<file path="config.mk">
export PLATFORM = sky130hd
export DESIGN_NAME = lnkrc_top
export DESIGN_NICKNAME = d
export VERILOG_FILES = /design/src/lnkrc_pkg.sv /design/src/lnkrc_clk_div.sv /design/src/lnkrc_top.sv
export SDC_FILE = /design/constraint.sdc
export NUM_CORES = 1
export LEC_CHECK = 0
export ABC_AREA = 1
export BUFFER_PORTS_ARGS = -buffer_cell sky130_fd_sc_hd__buf_2
export CAP_MARGIN = 10
export CORE_MARGIN = 1
export CORE_UTILIZATION = 45
export DETAILED_ROUTE_END_ITERATION = 7
export PLACE_DENSITY = 0.68
export SLEW_MARGIN = 20
export SYNTH_ARGS = -nofsm -noshare
export SYNTH_HDL_FRONTEND = slang
export SYNTH_SLANG_ARGS = --single-unit
</file>
<file path="constraint.sdc">
create_clock -name pclk -period 1.65 [get_ports pclk]
set_input_delay 0.2475 -clock pclk [delete_from_list [all_inputs] [get_ports pclk]]
set_output_delay 0.2475 -clock pclk [all_outputs]
set_load 0.005 [all_outputs]
</file>
<file path="src/lnkrc_pkg.sv">
// shared constants, types and register map of the link reset/clock/strap block
package lnkrc_pkg;

  ////////////////////////////////////////////////////////////////////////////
  // clock and timing
  localparam int CLK_MHZ          = 100;
  localparam int LINK_FAST_MHZ    = 50;
  localparam int LINK_SLOW_MHZ    = 5;
  localparam int FILTER_NS        = 200;
  localparam int HOLD_US          = 500;
  // half periods of the driven link clock, in pclk cycles
  localparam int HALF_FAST_CYC    = CLK_MHZ / (2 * LINK_FAST_MHZ);
  localparam int HALF_SLOW_CYC    = CLK_MHZ / (2 * LINK_SLOW_MHZ);
  // least times round up
  localparam int FILTER_CYC       = (FILTER_NS * CLK_MHZ + 999) / 1000;
  localparam int HOLD_CYC         = HOLD_US * CLK_MHZ;
  localparam int HALF_W           = 5;
  localparam int WIDTH_W          = 17;

  ////////////////////////////////////////////////////////////////////////////
  // register map
  localparam logic [11:0] CTRL_OFS      = 12'h000;
  localparam logic [11:0] STATUS_OFS    = 12'h004;
  localparam int          CTRL_RST_BIT  = 15;
  localparam int          CTRL_LP_BIT   = 1;
  localparam logic [31:0] CTRL_RESET    = 32'h0000_0000;
  localparam int          ST_CODE_LSB   = 0;
  localparam int          ST_RSVD_BIT   = 4;
  localparam int          ST_SLOW_BIT   = 5;
  localparam int          ST_HOLD_BIT   = 6;
  localparam int          ST_SYNC_LSB   = 8;
  localparam int          SYNC_CNT_W    = 8;

  ////////////////////////////////////////////////////////////////////////////
  // strap codes, order {test enable, bit2, bit1, bit0}
  localparam logic [3:0] STRAP_MODE0    = 4'h0;
  localparam logic [3:0] STRAP_MODE1    = 4'h3;
  localparam logic [3:0] STRAP_ISOLATE  = 4'h7;
  localparam logic [3:0] STRAP_XOR      = 4'h8;
  localparam logic [3:0] STRAP_MODE2    = 4'h9;
  localparam logic [3:0] STRAP_TESTING  = 4'ha;
  localparam logic [3:0] STRAP_MODE3    = 4'hb;
  localparam logic [3:0] STRAP_MODE4    = 4'hc;
  localparam logic [3:0] STRAP_PWRDN    = 4'hf;

  typedef enum logic [1:0] {
    LED_CFG_A,
    LED_CFG_B,
    LED_CFG_C
  } lnkrc_led_cfg_t;

  typedef struct packed {
    logic           pin_is_advertise_ten_only;
    logic           pin_is_off;
    logic           isolate;
    logic           xor_tree;
    logic           test_mode;
    logic           enhanced_tx;
    logic           reserved;
    lnkrc_led_cfg_t led_cfg;
  } lnkrc_mode_t;

  typedef struct packed {
    logic activity;
    logic link_up;
    logic speed_100;
  } lnkrc_led_in_t;

endpackage : lnkrc_pkg

</file>
<file path="src/lnkrc_clk_div.sv">
// glitch-free two-rate divider that drives the link clock
`timescale 1ns/10ps
module lnkrc_clk_div
  import lnkrc_pkg::*;
#(
  parameter logic [HALF_W-1:0] HALF_FAST = HALF_W'(HALF_FAST_CYC),
  parameter logic [HALF_W-1:0] HALF_SLOW = HALF_W'(HALF_SLOW_CYC)
) (
  // clock and reset
  input  wire logic pclk,
  input  wire logic presetn,
  // rate select
  input  wire logic slow,
  // link clock
  output logic      clk_out,
  output logic      rise
);

  logic [HALF_W-1:0] cnt_q;
  logic [HALF_W-1:0] half_q;
  logic              clk_q;
  logic              last_w;
  logic [HALF_W-1:0] half_d;

  assign last_w = (cnt_q == half_q - HALF_W'(1));
  assign half_d = slow ? HALF_SLOW : HALF_FAST;

  // rate is switched only at a toggle so no runt edge and no stop
  always_ff @(posedge pclk or negedge presetn) begin
    if (!presetn) begin
      cnt_q  <= '0;
      half_q <= HALF_FAST;
      clk_q  <= 1'b0;
    end else if (last_w) begin
      cnt_q  <= '0;
      half_q <= half_d;
      clk_q  <= ~clk_q;
    end else begin
      cnt_q  <= cnt_q + HALF_W'(1);
    end
  end

  assign clk_out = clk_q;
  assign rise    = last_w & ~clk_q;

endmodule : lnkrc_clk_div

</file>
<file path="src/lnkrc_top.sv">
// reset/sync decode, link clock generation and strap decode with an apb slave
`timescale 1ns/10ps

module lnkrc_top
  import lnkrc_pkg::*;
#(
  parameter int HOLD_CYCLES = HOLD_CYC
) (
  // clock and reset
  input  wire logic          pclk,
  input  wire logic          presetn,
  // apb slave
  input  wire logic          psel,
  input  wire logic          penable,
  input  wire logic          pwrite,
  input  wire logic [11:0]   paddr,
  input  wire logic [31:0]   pwdata,
  output logic [31:0]        prdata,
  output logic               pready,
  output logic               pslverr,
  // host link
  input  wire logic          host_reset_sync_in,
  output logic               host_link_clock_out,
  output logic               host_word_sync,
  // line state from the phy core, same clock
  input  wire logic          line_speed_100,
  input  wire logic          low_power,
  input  wire lnkrc_led_in_t led_in,
  // strap and shared pins
  input  wire logic          strap_bit3_test_enable,
  input  wire logic          strap_bit2,
  input  wire logic          strap_bit1,
  input  wire logic          strap_bit0,
  input  wire logic          single_pin_off_n,
  // decoded state
  output logic               device_reset_n,
  output lnkrc_mode_t        mode,
  output logic               advertise_ten_only,
  output logic               outputs_tristate,
  output logic               power_down,
  // leds
  output logic               activity_led_n,
  output logic               speed_led_n,
  output logic               link_led_n
);

  ////////////////////////////////////////////////////////////////////////////
  // input synchronisers
  logic [1:0] rs_sync_q;
  logic [3:0] strap_s1_q;
  logic [3:0] strap_s2_q;
  logic       off_s1_q;
  logic       off_s2_q;

  always_ff @(posedge pclk or negedge presetn) begin
    if (!presetn) begin
      rs_sync_q  <= 2'b00;
      off_s1_q   <= 1'b1;
      off_s2_q   <= 1'b1;
    end else begin
      rs_sync_q  <= {rs_sync_q[0], host_reset_sync_in};
      off_s1_q   <= single_pin_off_n;
      off_s2_q   <= off_s1_q;
    end
  end

  // no reset: the straps must already be through when presetn releases the latch
  always_ff @(posedge pclk) begin
    strap_s1_q <= {strap_bit3_test_enable, strap_bit2, strap_bit1, strap_bit0};
    strap_s2_q <= strap_s1_q;
  end

  wire rs_level_w = rs_sync_q[1];

  ////////////////////////////////////////////////////////////////////////////
  // link clock
  logic ctrl_lp_q;
  logic link_slow_w;

  // reduced power or 10 Mb/s both run slow
  assign link_slow_w = ~line_speed_100 | low_power | ctrl_lp_q;

  // divider only sees presetn: an internal reset must not stop the clock
  lnkrc_clk_div u_div (
    .pclk    (pclk),
    .presetn (presetn),
    .slow    (link_slow_w),
    .clk_out (host_link_clock_out),
    .rise    ()
  );

  wire [WIDTH_W-1:0] period_cyc_w = link_slow_w ? WIDTH_W'(2 * HALF_SLOW_CYC)
                                                : WIDTH_W'(2 * HALF_FAST_CYC);

  ////////////////////////////////////////////////////////////////////////////
  // reset/sync pulse width decode
  logic [WIDTH_W-1:0]    width_q;
  logic                  rs_prev_q;
  logic                  hold_rst_q;
  logic                  sync_q;
  logic [SYNC_CNT_W-1:0] sync_cnt_q;
  logic                  soft_rst_q;
  logic                  int_rst_q;

  wire               fall_w     = rs_prev_q & ~rs_level_w;
  wire               is_sync_w  = fall_w && (width_q <= period_cyc_w);
  wire [WIDTH_W-1:0] hold_lim_w = WIDTH_W'(HOLD_CYCLES);
  wire               hold_hit_w = rs_level_w && (width_q >= hold_lim_w - WIDTH_W'(1));

  // counter saturates so a hold of any length keeps the reset applied
  always_ff @(posedge pclk or negedge presetn) begin
    if (!presetn) begin
      width_q    <= '0;
      rs_prev_q  <= 1'b0;
      hold_rst_q <= 1'b0;
      sync_q     <= 1'b0;
    end else begin
      rs_prev_q  <= rs_level_w;
      sync_q     <= is_sync_w;
      hold_rst_q <= hold_hit_w;
      if (!rs_level_w) begin
        width_q <= '0;
      end else if (width_q != hold_lim_w) begin
        width_q <= width_q + WIDTH_W'(1);
      end
    end
  end

  // wider than one period but short of the hold: no sync, no reset
  assign host_word_sync = sync_q;

  always_ff @(posedge pclk or negedge presetn) begin
    if (!presetn) begin
      sync_cnt_q <= '0;
    end else if (int_rst_q) begin
      sync_cnt_q <= '0;
    end else if (sync_q) begin
      sync_cnt_q <= sync_cnt_q + SYNC_CNT_W'(1);
    end
  end

  ////////////////////////////////////////////////////////////////////////////
  // internal reset: pin, long hold or soft bit
  always_ff @(posedge pclk or negedge presetn) begin
    if (!presetn) begin
      int_rst_q <= 1'b1;
    end else begin
      int_rst_q <= hold_rst_q | soft_rst_q;
    end
  end

  assign device_reset_n = ~int_rst_q;

  ////////////////////////////////////////////////////////////////////////////
  // strap latch, refreshed while the internal reset is active
  logic [3:0] strap_q;

  always_ff @(posedge pclk or negedge presetn) begin
    if (!presetn) begin
      strap_q <= 4'h0;
    end else if (int_rst_q) begin
      strap_q <= strap_s2_q;
    end
  end

  ////////////////////////////////////////////////////////////////////////////
  // strap decode
  lnkrc_mode_t mode_w;

  always_comb begin
    mode_w         = '0;
    mode_w.led_cfg = LED_CFG_A;
    case (strap_q)
      STRAP_MODE0: begin
        mode_w.pin_is_advertise_ten_only = 1'b1;
      end
      STRAP_MODE1: begin
        mode_w.led_cfg    = LED_CFG_B;
        mode_w.pin_is_off = 1'b1;
      end
      STRAP_ISOLATE: begin
        mode_w.isolate = 1'b1;
      end
      STRAP_XOR: begin
        mode_w.xor_tree = 1'b1;
      end
      STRAP_TESTING: begin
        mode_w.test_mode = 1'b1;
      end
      STRAP_MODE2: begin
        mode_w.led_cfg    = LED_CFG_C;
        mode_w.pin_is_off = 1'b1;
      end
      STRAP_MODE3: begin
        mode_w.led_cfg     = LED_CFG_B;
        mode_w.pin_is_off  = 1'b1;
        mode_w.enhanced_tx = 1'b1;
      end
      STRAP_MODE4: begin
        mode_w.led_cfg     = LED_CFG_C;
        mode_w.pin_is_off  = 1'b1;
        mode_w.enhanced_tx = 1'b1;
      end
      STRAP_PWRDN: begin
        mode_w.isolate = 1'b1;
      end
      default: begin
        // reserved codes fall back to isolate as the safe choice
        mode_w.isolate  = 1'b1;
        mode_w.reserved = 1'b1;
      end
    endcase
  end

  assign mode = mode_w;

  wire pin_off_w = mode_w.pin_is_off & ~off_s2_q;

  assign advertise_ten_only = mode_w.pin_is_advertise_ten_only & off_s2_q;
  assign outputs_tristate   = mode_w.isolate | mode_w.xor_tree | pin_off_w;
  assign power_down         = mode_w.isolate | pin_off_w;

  ////////////////////////////////////////////////////////////////////////////
  // leds, active low and registered
  logic act_led_q;
  logic spd_led_q;
  logic lnk_led_q;
  logic spd_on_w;
  logic lnk_on_w;

  assign spd_on_w = (mode_w.led_cfg == LED_CFG_A) ? led_in.speed_100
                  : (led_in.link_up & led_in.speed_100);
  assign lnk_on_w = (mode_w.led_cfg == LED_CFG_C) ? (led_in.link_up & ~led_in.speed_100)
                  : led_in.link_up;

  always_ff @(posedge pclk or negedge presetn) begin
    if (!presetn) begin
      act_led_q <= 1'b1;
      spd_led_q <= 1'b1;
      lnk_led_q <= 1'b1;
    end else begin
      act_led_q <= ~led_in.activity;
      spd_led_q <= ~spd_on_w;
      lnk_led_q <= ~lnk_on_w;
    end
  end

  assign activity_led_n = act_led_q;
  assign speed_led_n    = spd_led_q;
  assign link_led_n     = lnk_led_q;

  ////////////////////////////////////////////////////////////////////////////
  // apb slave: zero wait, read data registered in the setup cycle
  logic [31:0] prdata_q;

  wire sel_ctrl_w   = (paddr == CTRL_OFS);
  wire sel_status_w = (paddr == STATUS_OFS);
  wire mapped_w     = sel_ctrl_w | sel_status_w;
  wire setup_w      = psel & ~penable;
  wire wr_ctrl_w    = psel & penable & pwrite & sel_ctrl_w;

  wire [31:0] ctrl_rd_w = {30'h0000_0000, ctrl_lp_q, 1'b0};
  wire [31:0] status_rd_w = {16'h0000, sync_cnt_q, 1'b0, hold_rst_q, link_slow_w,
                             mode_w.reserved, strap_q};

  always_ff @(posedge pclk or negedge presetn) begin
    if (!presetn) begin
      prdata_q   <= 32'h0000_0000;
      ctrl_lp_q  <= CTRL_RESET[CTRL_LP_BIT];
      soft_rst_q <= 1'b0;
    end else begin
      soft_rst_q <= wr_ctrl_w & pwdata[CTRL_RST_BIT];
      if (int_rst_q) begin
        ctrl_lp_q <= CTRL_RESET[CTRL_LP_BIT];
      end else if (wr_ctrl_w) begin
        ctrl_lp_q <= pwdata[CTRL_LP_BIT];
      end
      if (setup_w) begin
        prdata_q <= sel_ctrl_w ? ctrl_rd_w : (sel_status_w ? status_rd_w : 32'h0000_0000);
      end
    end
  end

  assign prdata  = prdata_q;
  assign pready  = 1'b1;
  assign pslverr = psel & penable & ~mapped_w;

endmodule : lnkrc_top

</file>
==> implementation parameters <==
Parameter                              Value

Pwr
  Logic pwr share ... between 10% and 20%
  Net switching power figure ... roughly 1.2 mW
  Largest vdd supply drop ... just over 0.6 mV
  Sw frac ... 29.2%
  Part of the power in registers ... about 52%
  Leakage power total ... ~2.3 nW
  Internal Pwr Total ... 2.93 mW
  Post-layout power ... about 4.1 mW
  Total power per unit cell area ... between 900 and 1000 nW/um2
  Part of the power in the clock network ... around a third

Yosys
  Total number of yosys warnings ... 0
  Most used flip-flop cell after synthesis ... sky130_fd_sc_hd__dfrtp_1
  Count of distinct cell types in the synthesized netlist ... 33
  Share of synthesized registers carrying an async set or reset ... between 80% and 90%
  FF+latch count, synth ... 73
  Synthesized area divided by synthesized cell count ... 8.12 um2
  Register area share after synthesis ... a little over 50%
  Synthesized area ... 3550 um2
  Cells after synthesis ... ~440
  Number of enable-type register cells in the synthesized netlist ... 0

Floorplan
  Total Die Area ... about 8200 um2
  Die outline width ... 90.8 um
  Initial core utilization ... ~46%
  Core Footprint ... just under 8000 um2
  I/O pin total ... 112
  Standard-cell row count ... 32
  Die Y-Extent ... 90.8 um

Global route
  Antenna violations before repair ... 0
  Largest net degree at the start of global routing ... 66
  Number of global-route vias before repair ... between 2000 and 3000
  All-layer global routing usage ... 19.4%
  Remaining global-route overflow ... 0
  First-pass GRT wire length ... around 13000 um

Placement
  Count of buffers inserted at the top-level ports ... 63
  Half-perimeter wire length of the detailed placement result ... around 5300 um
  Gp weighted congestion ... about 0.87
  Cell Area, Placed ... 3970 um2

Critical path
  Depth of the most critical reg-to-reg path ... 6
  Worst R2R Setup Slack ... 0.11 ns
  Largest fanout on the critical path ... 4
  End of the critical path ... power_down
  Worst r2r dst ... width_q[10]$_DFFE_PN0P_
  Origin of the worst setup path ... strap_q[0]$_DFFE_PN0P_
  Worst setup path category ... reg2out
  Element type at the critical path start ... flip-flop
  Worst reg2reg startpoint ... width_q[1]$_DFFE_PN0P_
  Crit path DAT ... roughly 1.6 ns
  Required @ worst endpoint ... ~1.4 ns
  Critical path endpoint category ... output port

Cells and area
  Final core utilization ... a little under three fifths
  Top library cells by usage in the layout, fill and taps aside ... sky130_fd_sc_hd__nand2_1, sky130_fd_sc_hd__buf_2, sky130_fd_sc_hd__nor2_1
  Net count, final ... between 500 and 600
  Proportion of layout cells with a drive suffix above 1 ... approximately a quarter
  Most common cell after layout, fill and taps aside ... sky130_fd_sc_hd__nand2_1
  Final cell area excluding filler cells ... around 4400 um2
  Number of filler instances in the final layout ... about 700
  Area added between synthesis and finish ... 23.3%
  Antenna fix cells ... 0

Routing
  Wirelength, routed ... roughly 7500 um
  Initial DRC count ... 186
  Count of vias placed by the detailed router ... 3039
  Number of iterations in the first detailed-routing pass ... 4
  WL/cell ... approximately 12 um
  Post-detailed-route count of antenna-violating nets ... 0
  Count of unresolved DRC violations after routing ... 0
  Post-detailed-route via-to-cell ratio ... approximately 4.8

Run status
  Violations in the final reports ... setup timing
  Status ... complete, but fails checks

STA
  Final critical-path setup slack ... -0.194 ns
  Peak Freq ... ~540 MHz
  Clock skew ... ~0.010 ns
  Max-slew violation count ... 0
  Setup repair after global routing missed its margin ... true
  Number of hold violations in the final report ... 0
  Final worst path period share ... 112%
  Final setup violation count ... 9
  Tightest hold margin ... between 0.03 and 0.04 ns
  Time the worst path needs with I/O delays and setup ... between 1.5 and 2 ns

Clock network
  CTS H-tree lvls ... 3
  Clk Tree Root Cell ... sky130_fd_sc_hd__clkbuf_8
  CTS tree ... built
  Number of buffers on the longest clock path ... 2
  Clock buffers created by TritonCTS ... 9
  Worst-Skew Late Latency ... about 0.36 ns
  Clock-pin slew of the registers on the worst-case setup and hold paths ... approximately 0.07 ns
  Clock sink count ... 73

Worst hold path
  Depth of the worst hold-timing path ... 2
  Class of the tightest hold or removal check ... in2reg

Job
  Count of max-cap constraint violations ... 0
[metal layers]
| layer | track usage (%) | share of wire [%] | vias to the layer above |
|---|---|---|---|
| li1 | - | - | 1523 |
| met2 | 32.1 | 48 | 75 |
| met5 | 0 | 0 | - |
| met1 | 24.3 | 47 | 1430 |
| met3 | 5.30 | 4.4 | 11 |
| met4 | 6.88 | 1.5 | 0 |
[registers in the layout (all words and copies together) (netlist names), 2 cells and up]
| signal | flops |
|---|---|
| rs_sync_q | 2 |
| sync_cnt_q | 8 |
| u_div.cnt_q | 5 |
| strap_q | 4 |
| strap_s1_q | 4 |
| width_q | 17 |
| u_div.half_q | 2 |
| prdata | 15 |
| strap_s2_q | 4 |
[cell type report]
type | instances | area (um2) | area share (%)
flip-flops and latches | 73 | 1800 | 41.1
multi-input cells | 298 | 1480 | 33.9
repair buffers | 89 | 557 | 12.7
inverters | 58 | 224 | 5.12
clock buffers | 11 | 153 | 3.49
well taps | 102 | 128 | 2.92
clock inverters | 5 | 33.8 | 0.772
[metrics by stage]
step | setup WS, ns | cells | setup TNS, ns
6_report | -0.194 | 636 | -0.924
3_5_place_dp | 0.0689 | 603 | 0
4_1_cts | -0.131 | 634 | -0.472
3_3_place_gp | 0.113 | 603 | 0
2_1_floorplan | 0.176 | 453 | 0
5_1_grt | -0.298 | 636 | -1.75
[Yosys cell counts, drive strengths merged (8+ instances only)]
cell    n  area share, %
a21oi  14            2.0
nor3   12            2.3
nand3  28            4.4
dfxtp   8            4.5
nor2   67            7.4
nand2  97             11
inv    57            6.0
o21ai  31            4.4
buf    20            4.2
dfrtp  58             41
[power groups by stage]
stage / clock (mW) / combinational, mW / sequential (mW)
3_3_place_gp: 0 / 0.613 / 2.16
5_1_grt: 1.45 / 0.771 / 2.17
6_report: 1.34 / 0.662 / 2.14
4_1_cts: 1.37 / 0.661 / 2.14
2_1_floorplan: 0 / 0.478 / 2.14
3_5_place_dp: 0 / 0.642 / 2.18
[logic make-up after synthesis]
kind of cell	synth area share (%)
adder cells (fa/ha/maj)	2.47
AND/OR/NAND/NOR	26.6
flip-flops	50.6
buffers and inverters	10.8
XOR/XNOR	2.47
AO/OA/AOI/OAI	6.95
other	0.212
[worst min path at each step]
stage	from	endpoint	slack, ns
after detailed placement	presetn	prdata[12]$_DFFE_PN0P_	0.29
after floorplan	presetn	ctrl_lp_q$_DFFE_PN0P_	-0.05
final	led_in[1]	link_led_n$_DFF_PN1_	0.03
after global routing	led_in[1]	link_led_n$_DFF_PN1_	0.04
after CTS	led_in[1]	link_led_n$_DFF_PN1_	0.02
after global placement	presetn	prdata[13]$_DFFE_PN0P_	0.29
[repair_timing]
action,in CTS,in global routing
hold endpoints to repair,65,0
hold buffers,8,0
pin swaps,3,6
setup endpoints to repair,7,16
buffers inserted,8,2
gates resized for setup,11,15
[worst max-delay path: stages, from the launching register on]
cell	delay, ns
sky130_fd_sc_hd__dfrtp_2	0.44
sky130_fd_sc_hd__nor2_4	0.14
sky130_fd_sc_hd__nand2_2	0.09
sky130_fd_sc_hd__nor2_2	0.11
sky130_fd_sc_hd__nor2_1	0.05
sky130_fd_sc_hd__inv_1	0.08
sky130_fd_sc_hd__nor2_1	0.05
sky130_fd_sc_hd__inv_1	0.07
sky130_fd_sc_hd__nand2_1	0.06
sky130_fd_sc_hd__nand2_1	0.05
sky130_fd_sc_hd__buf_2	0.10
(Power assumes the default switching activity.)
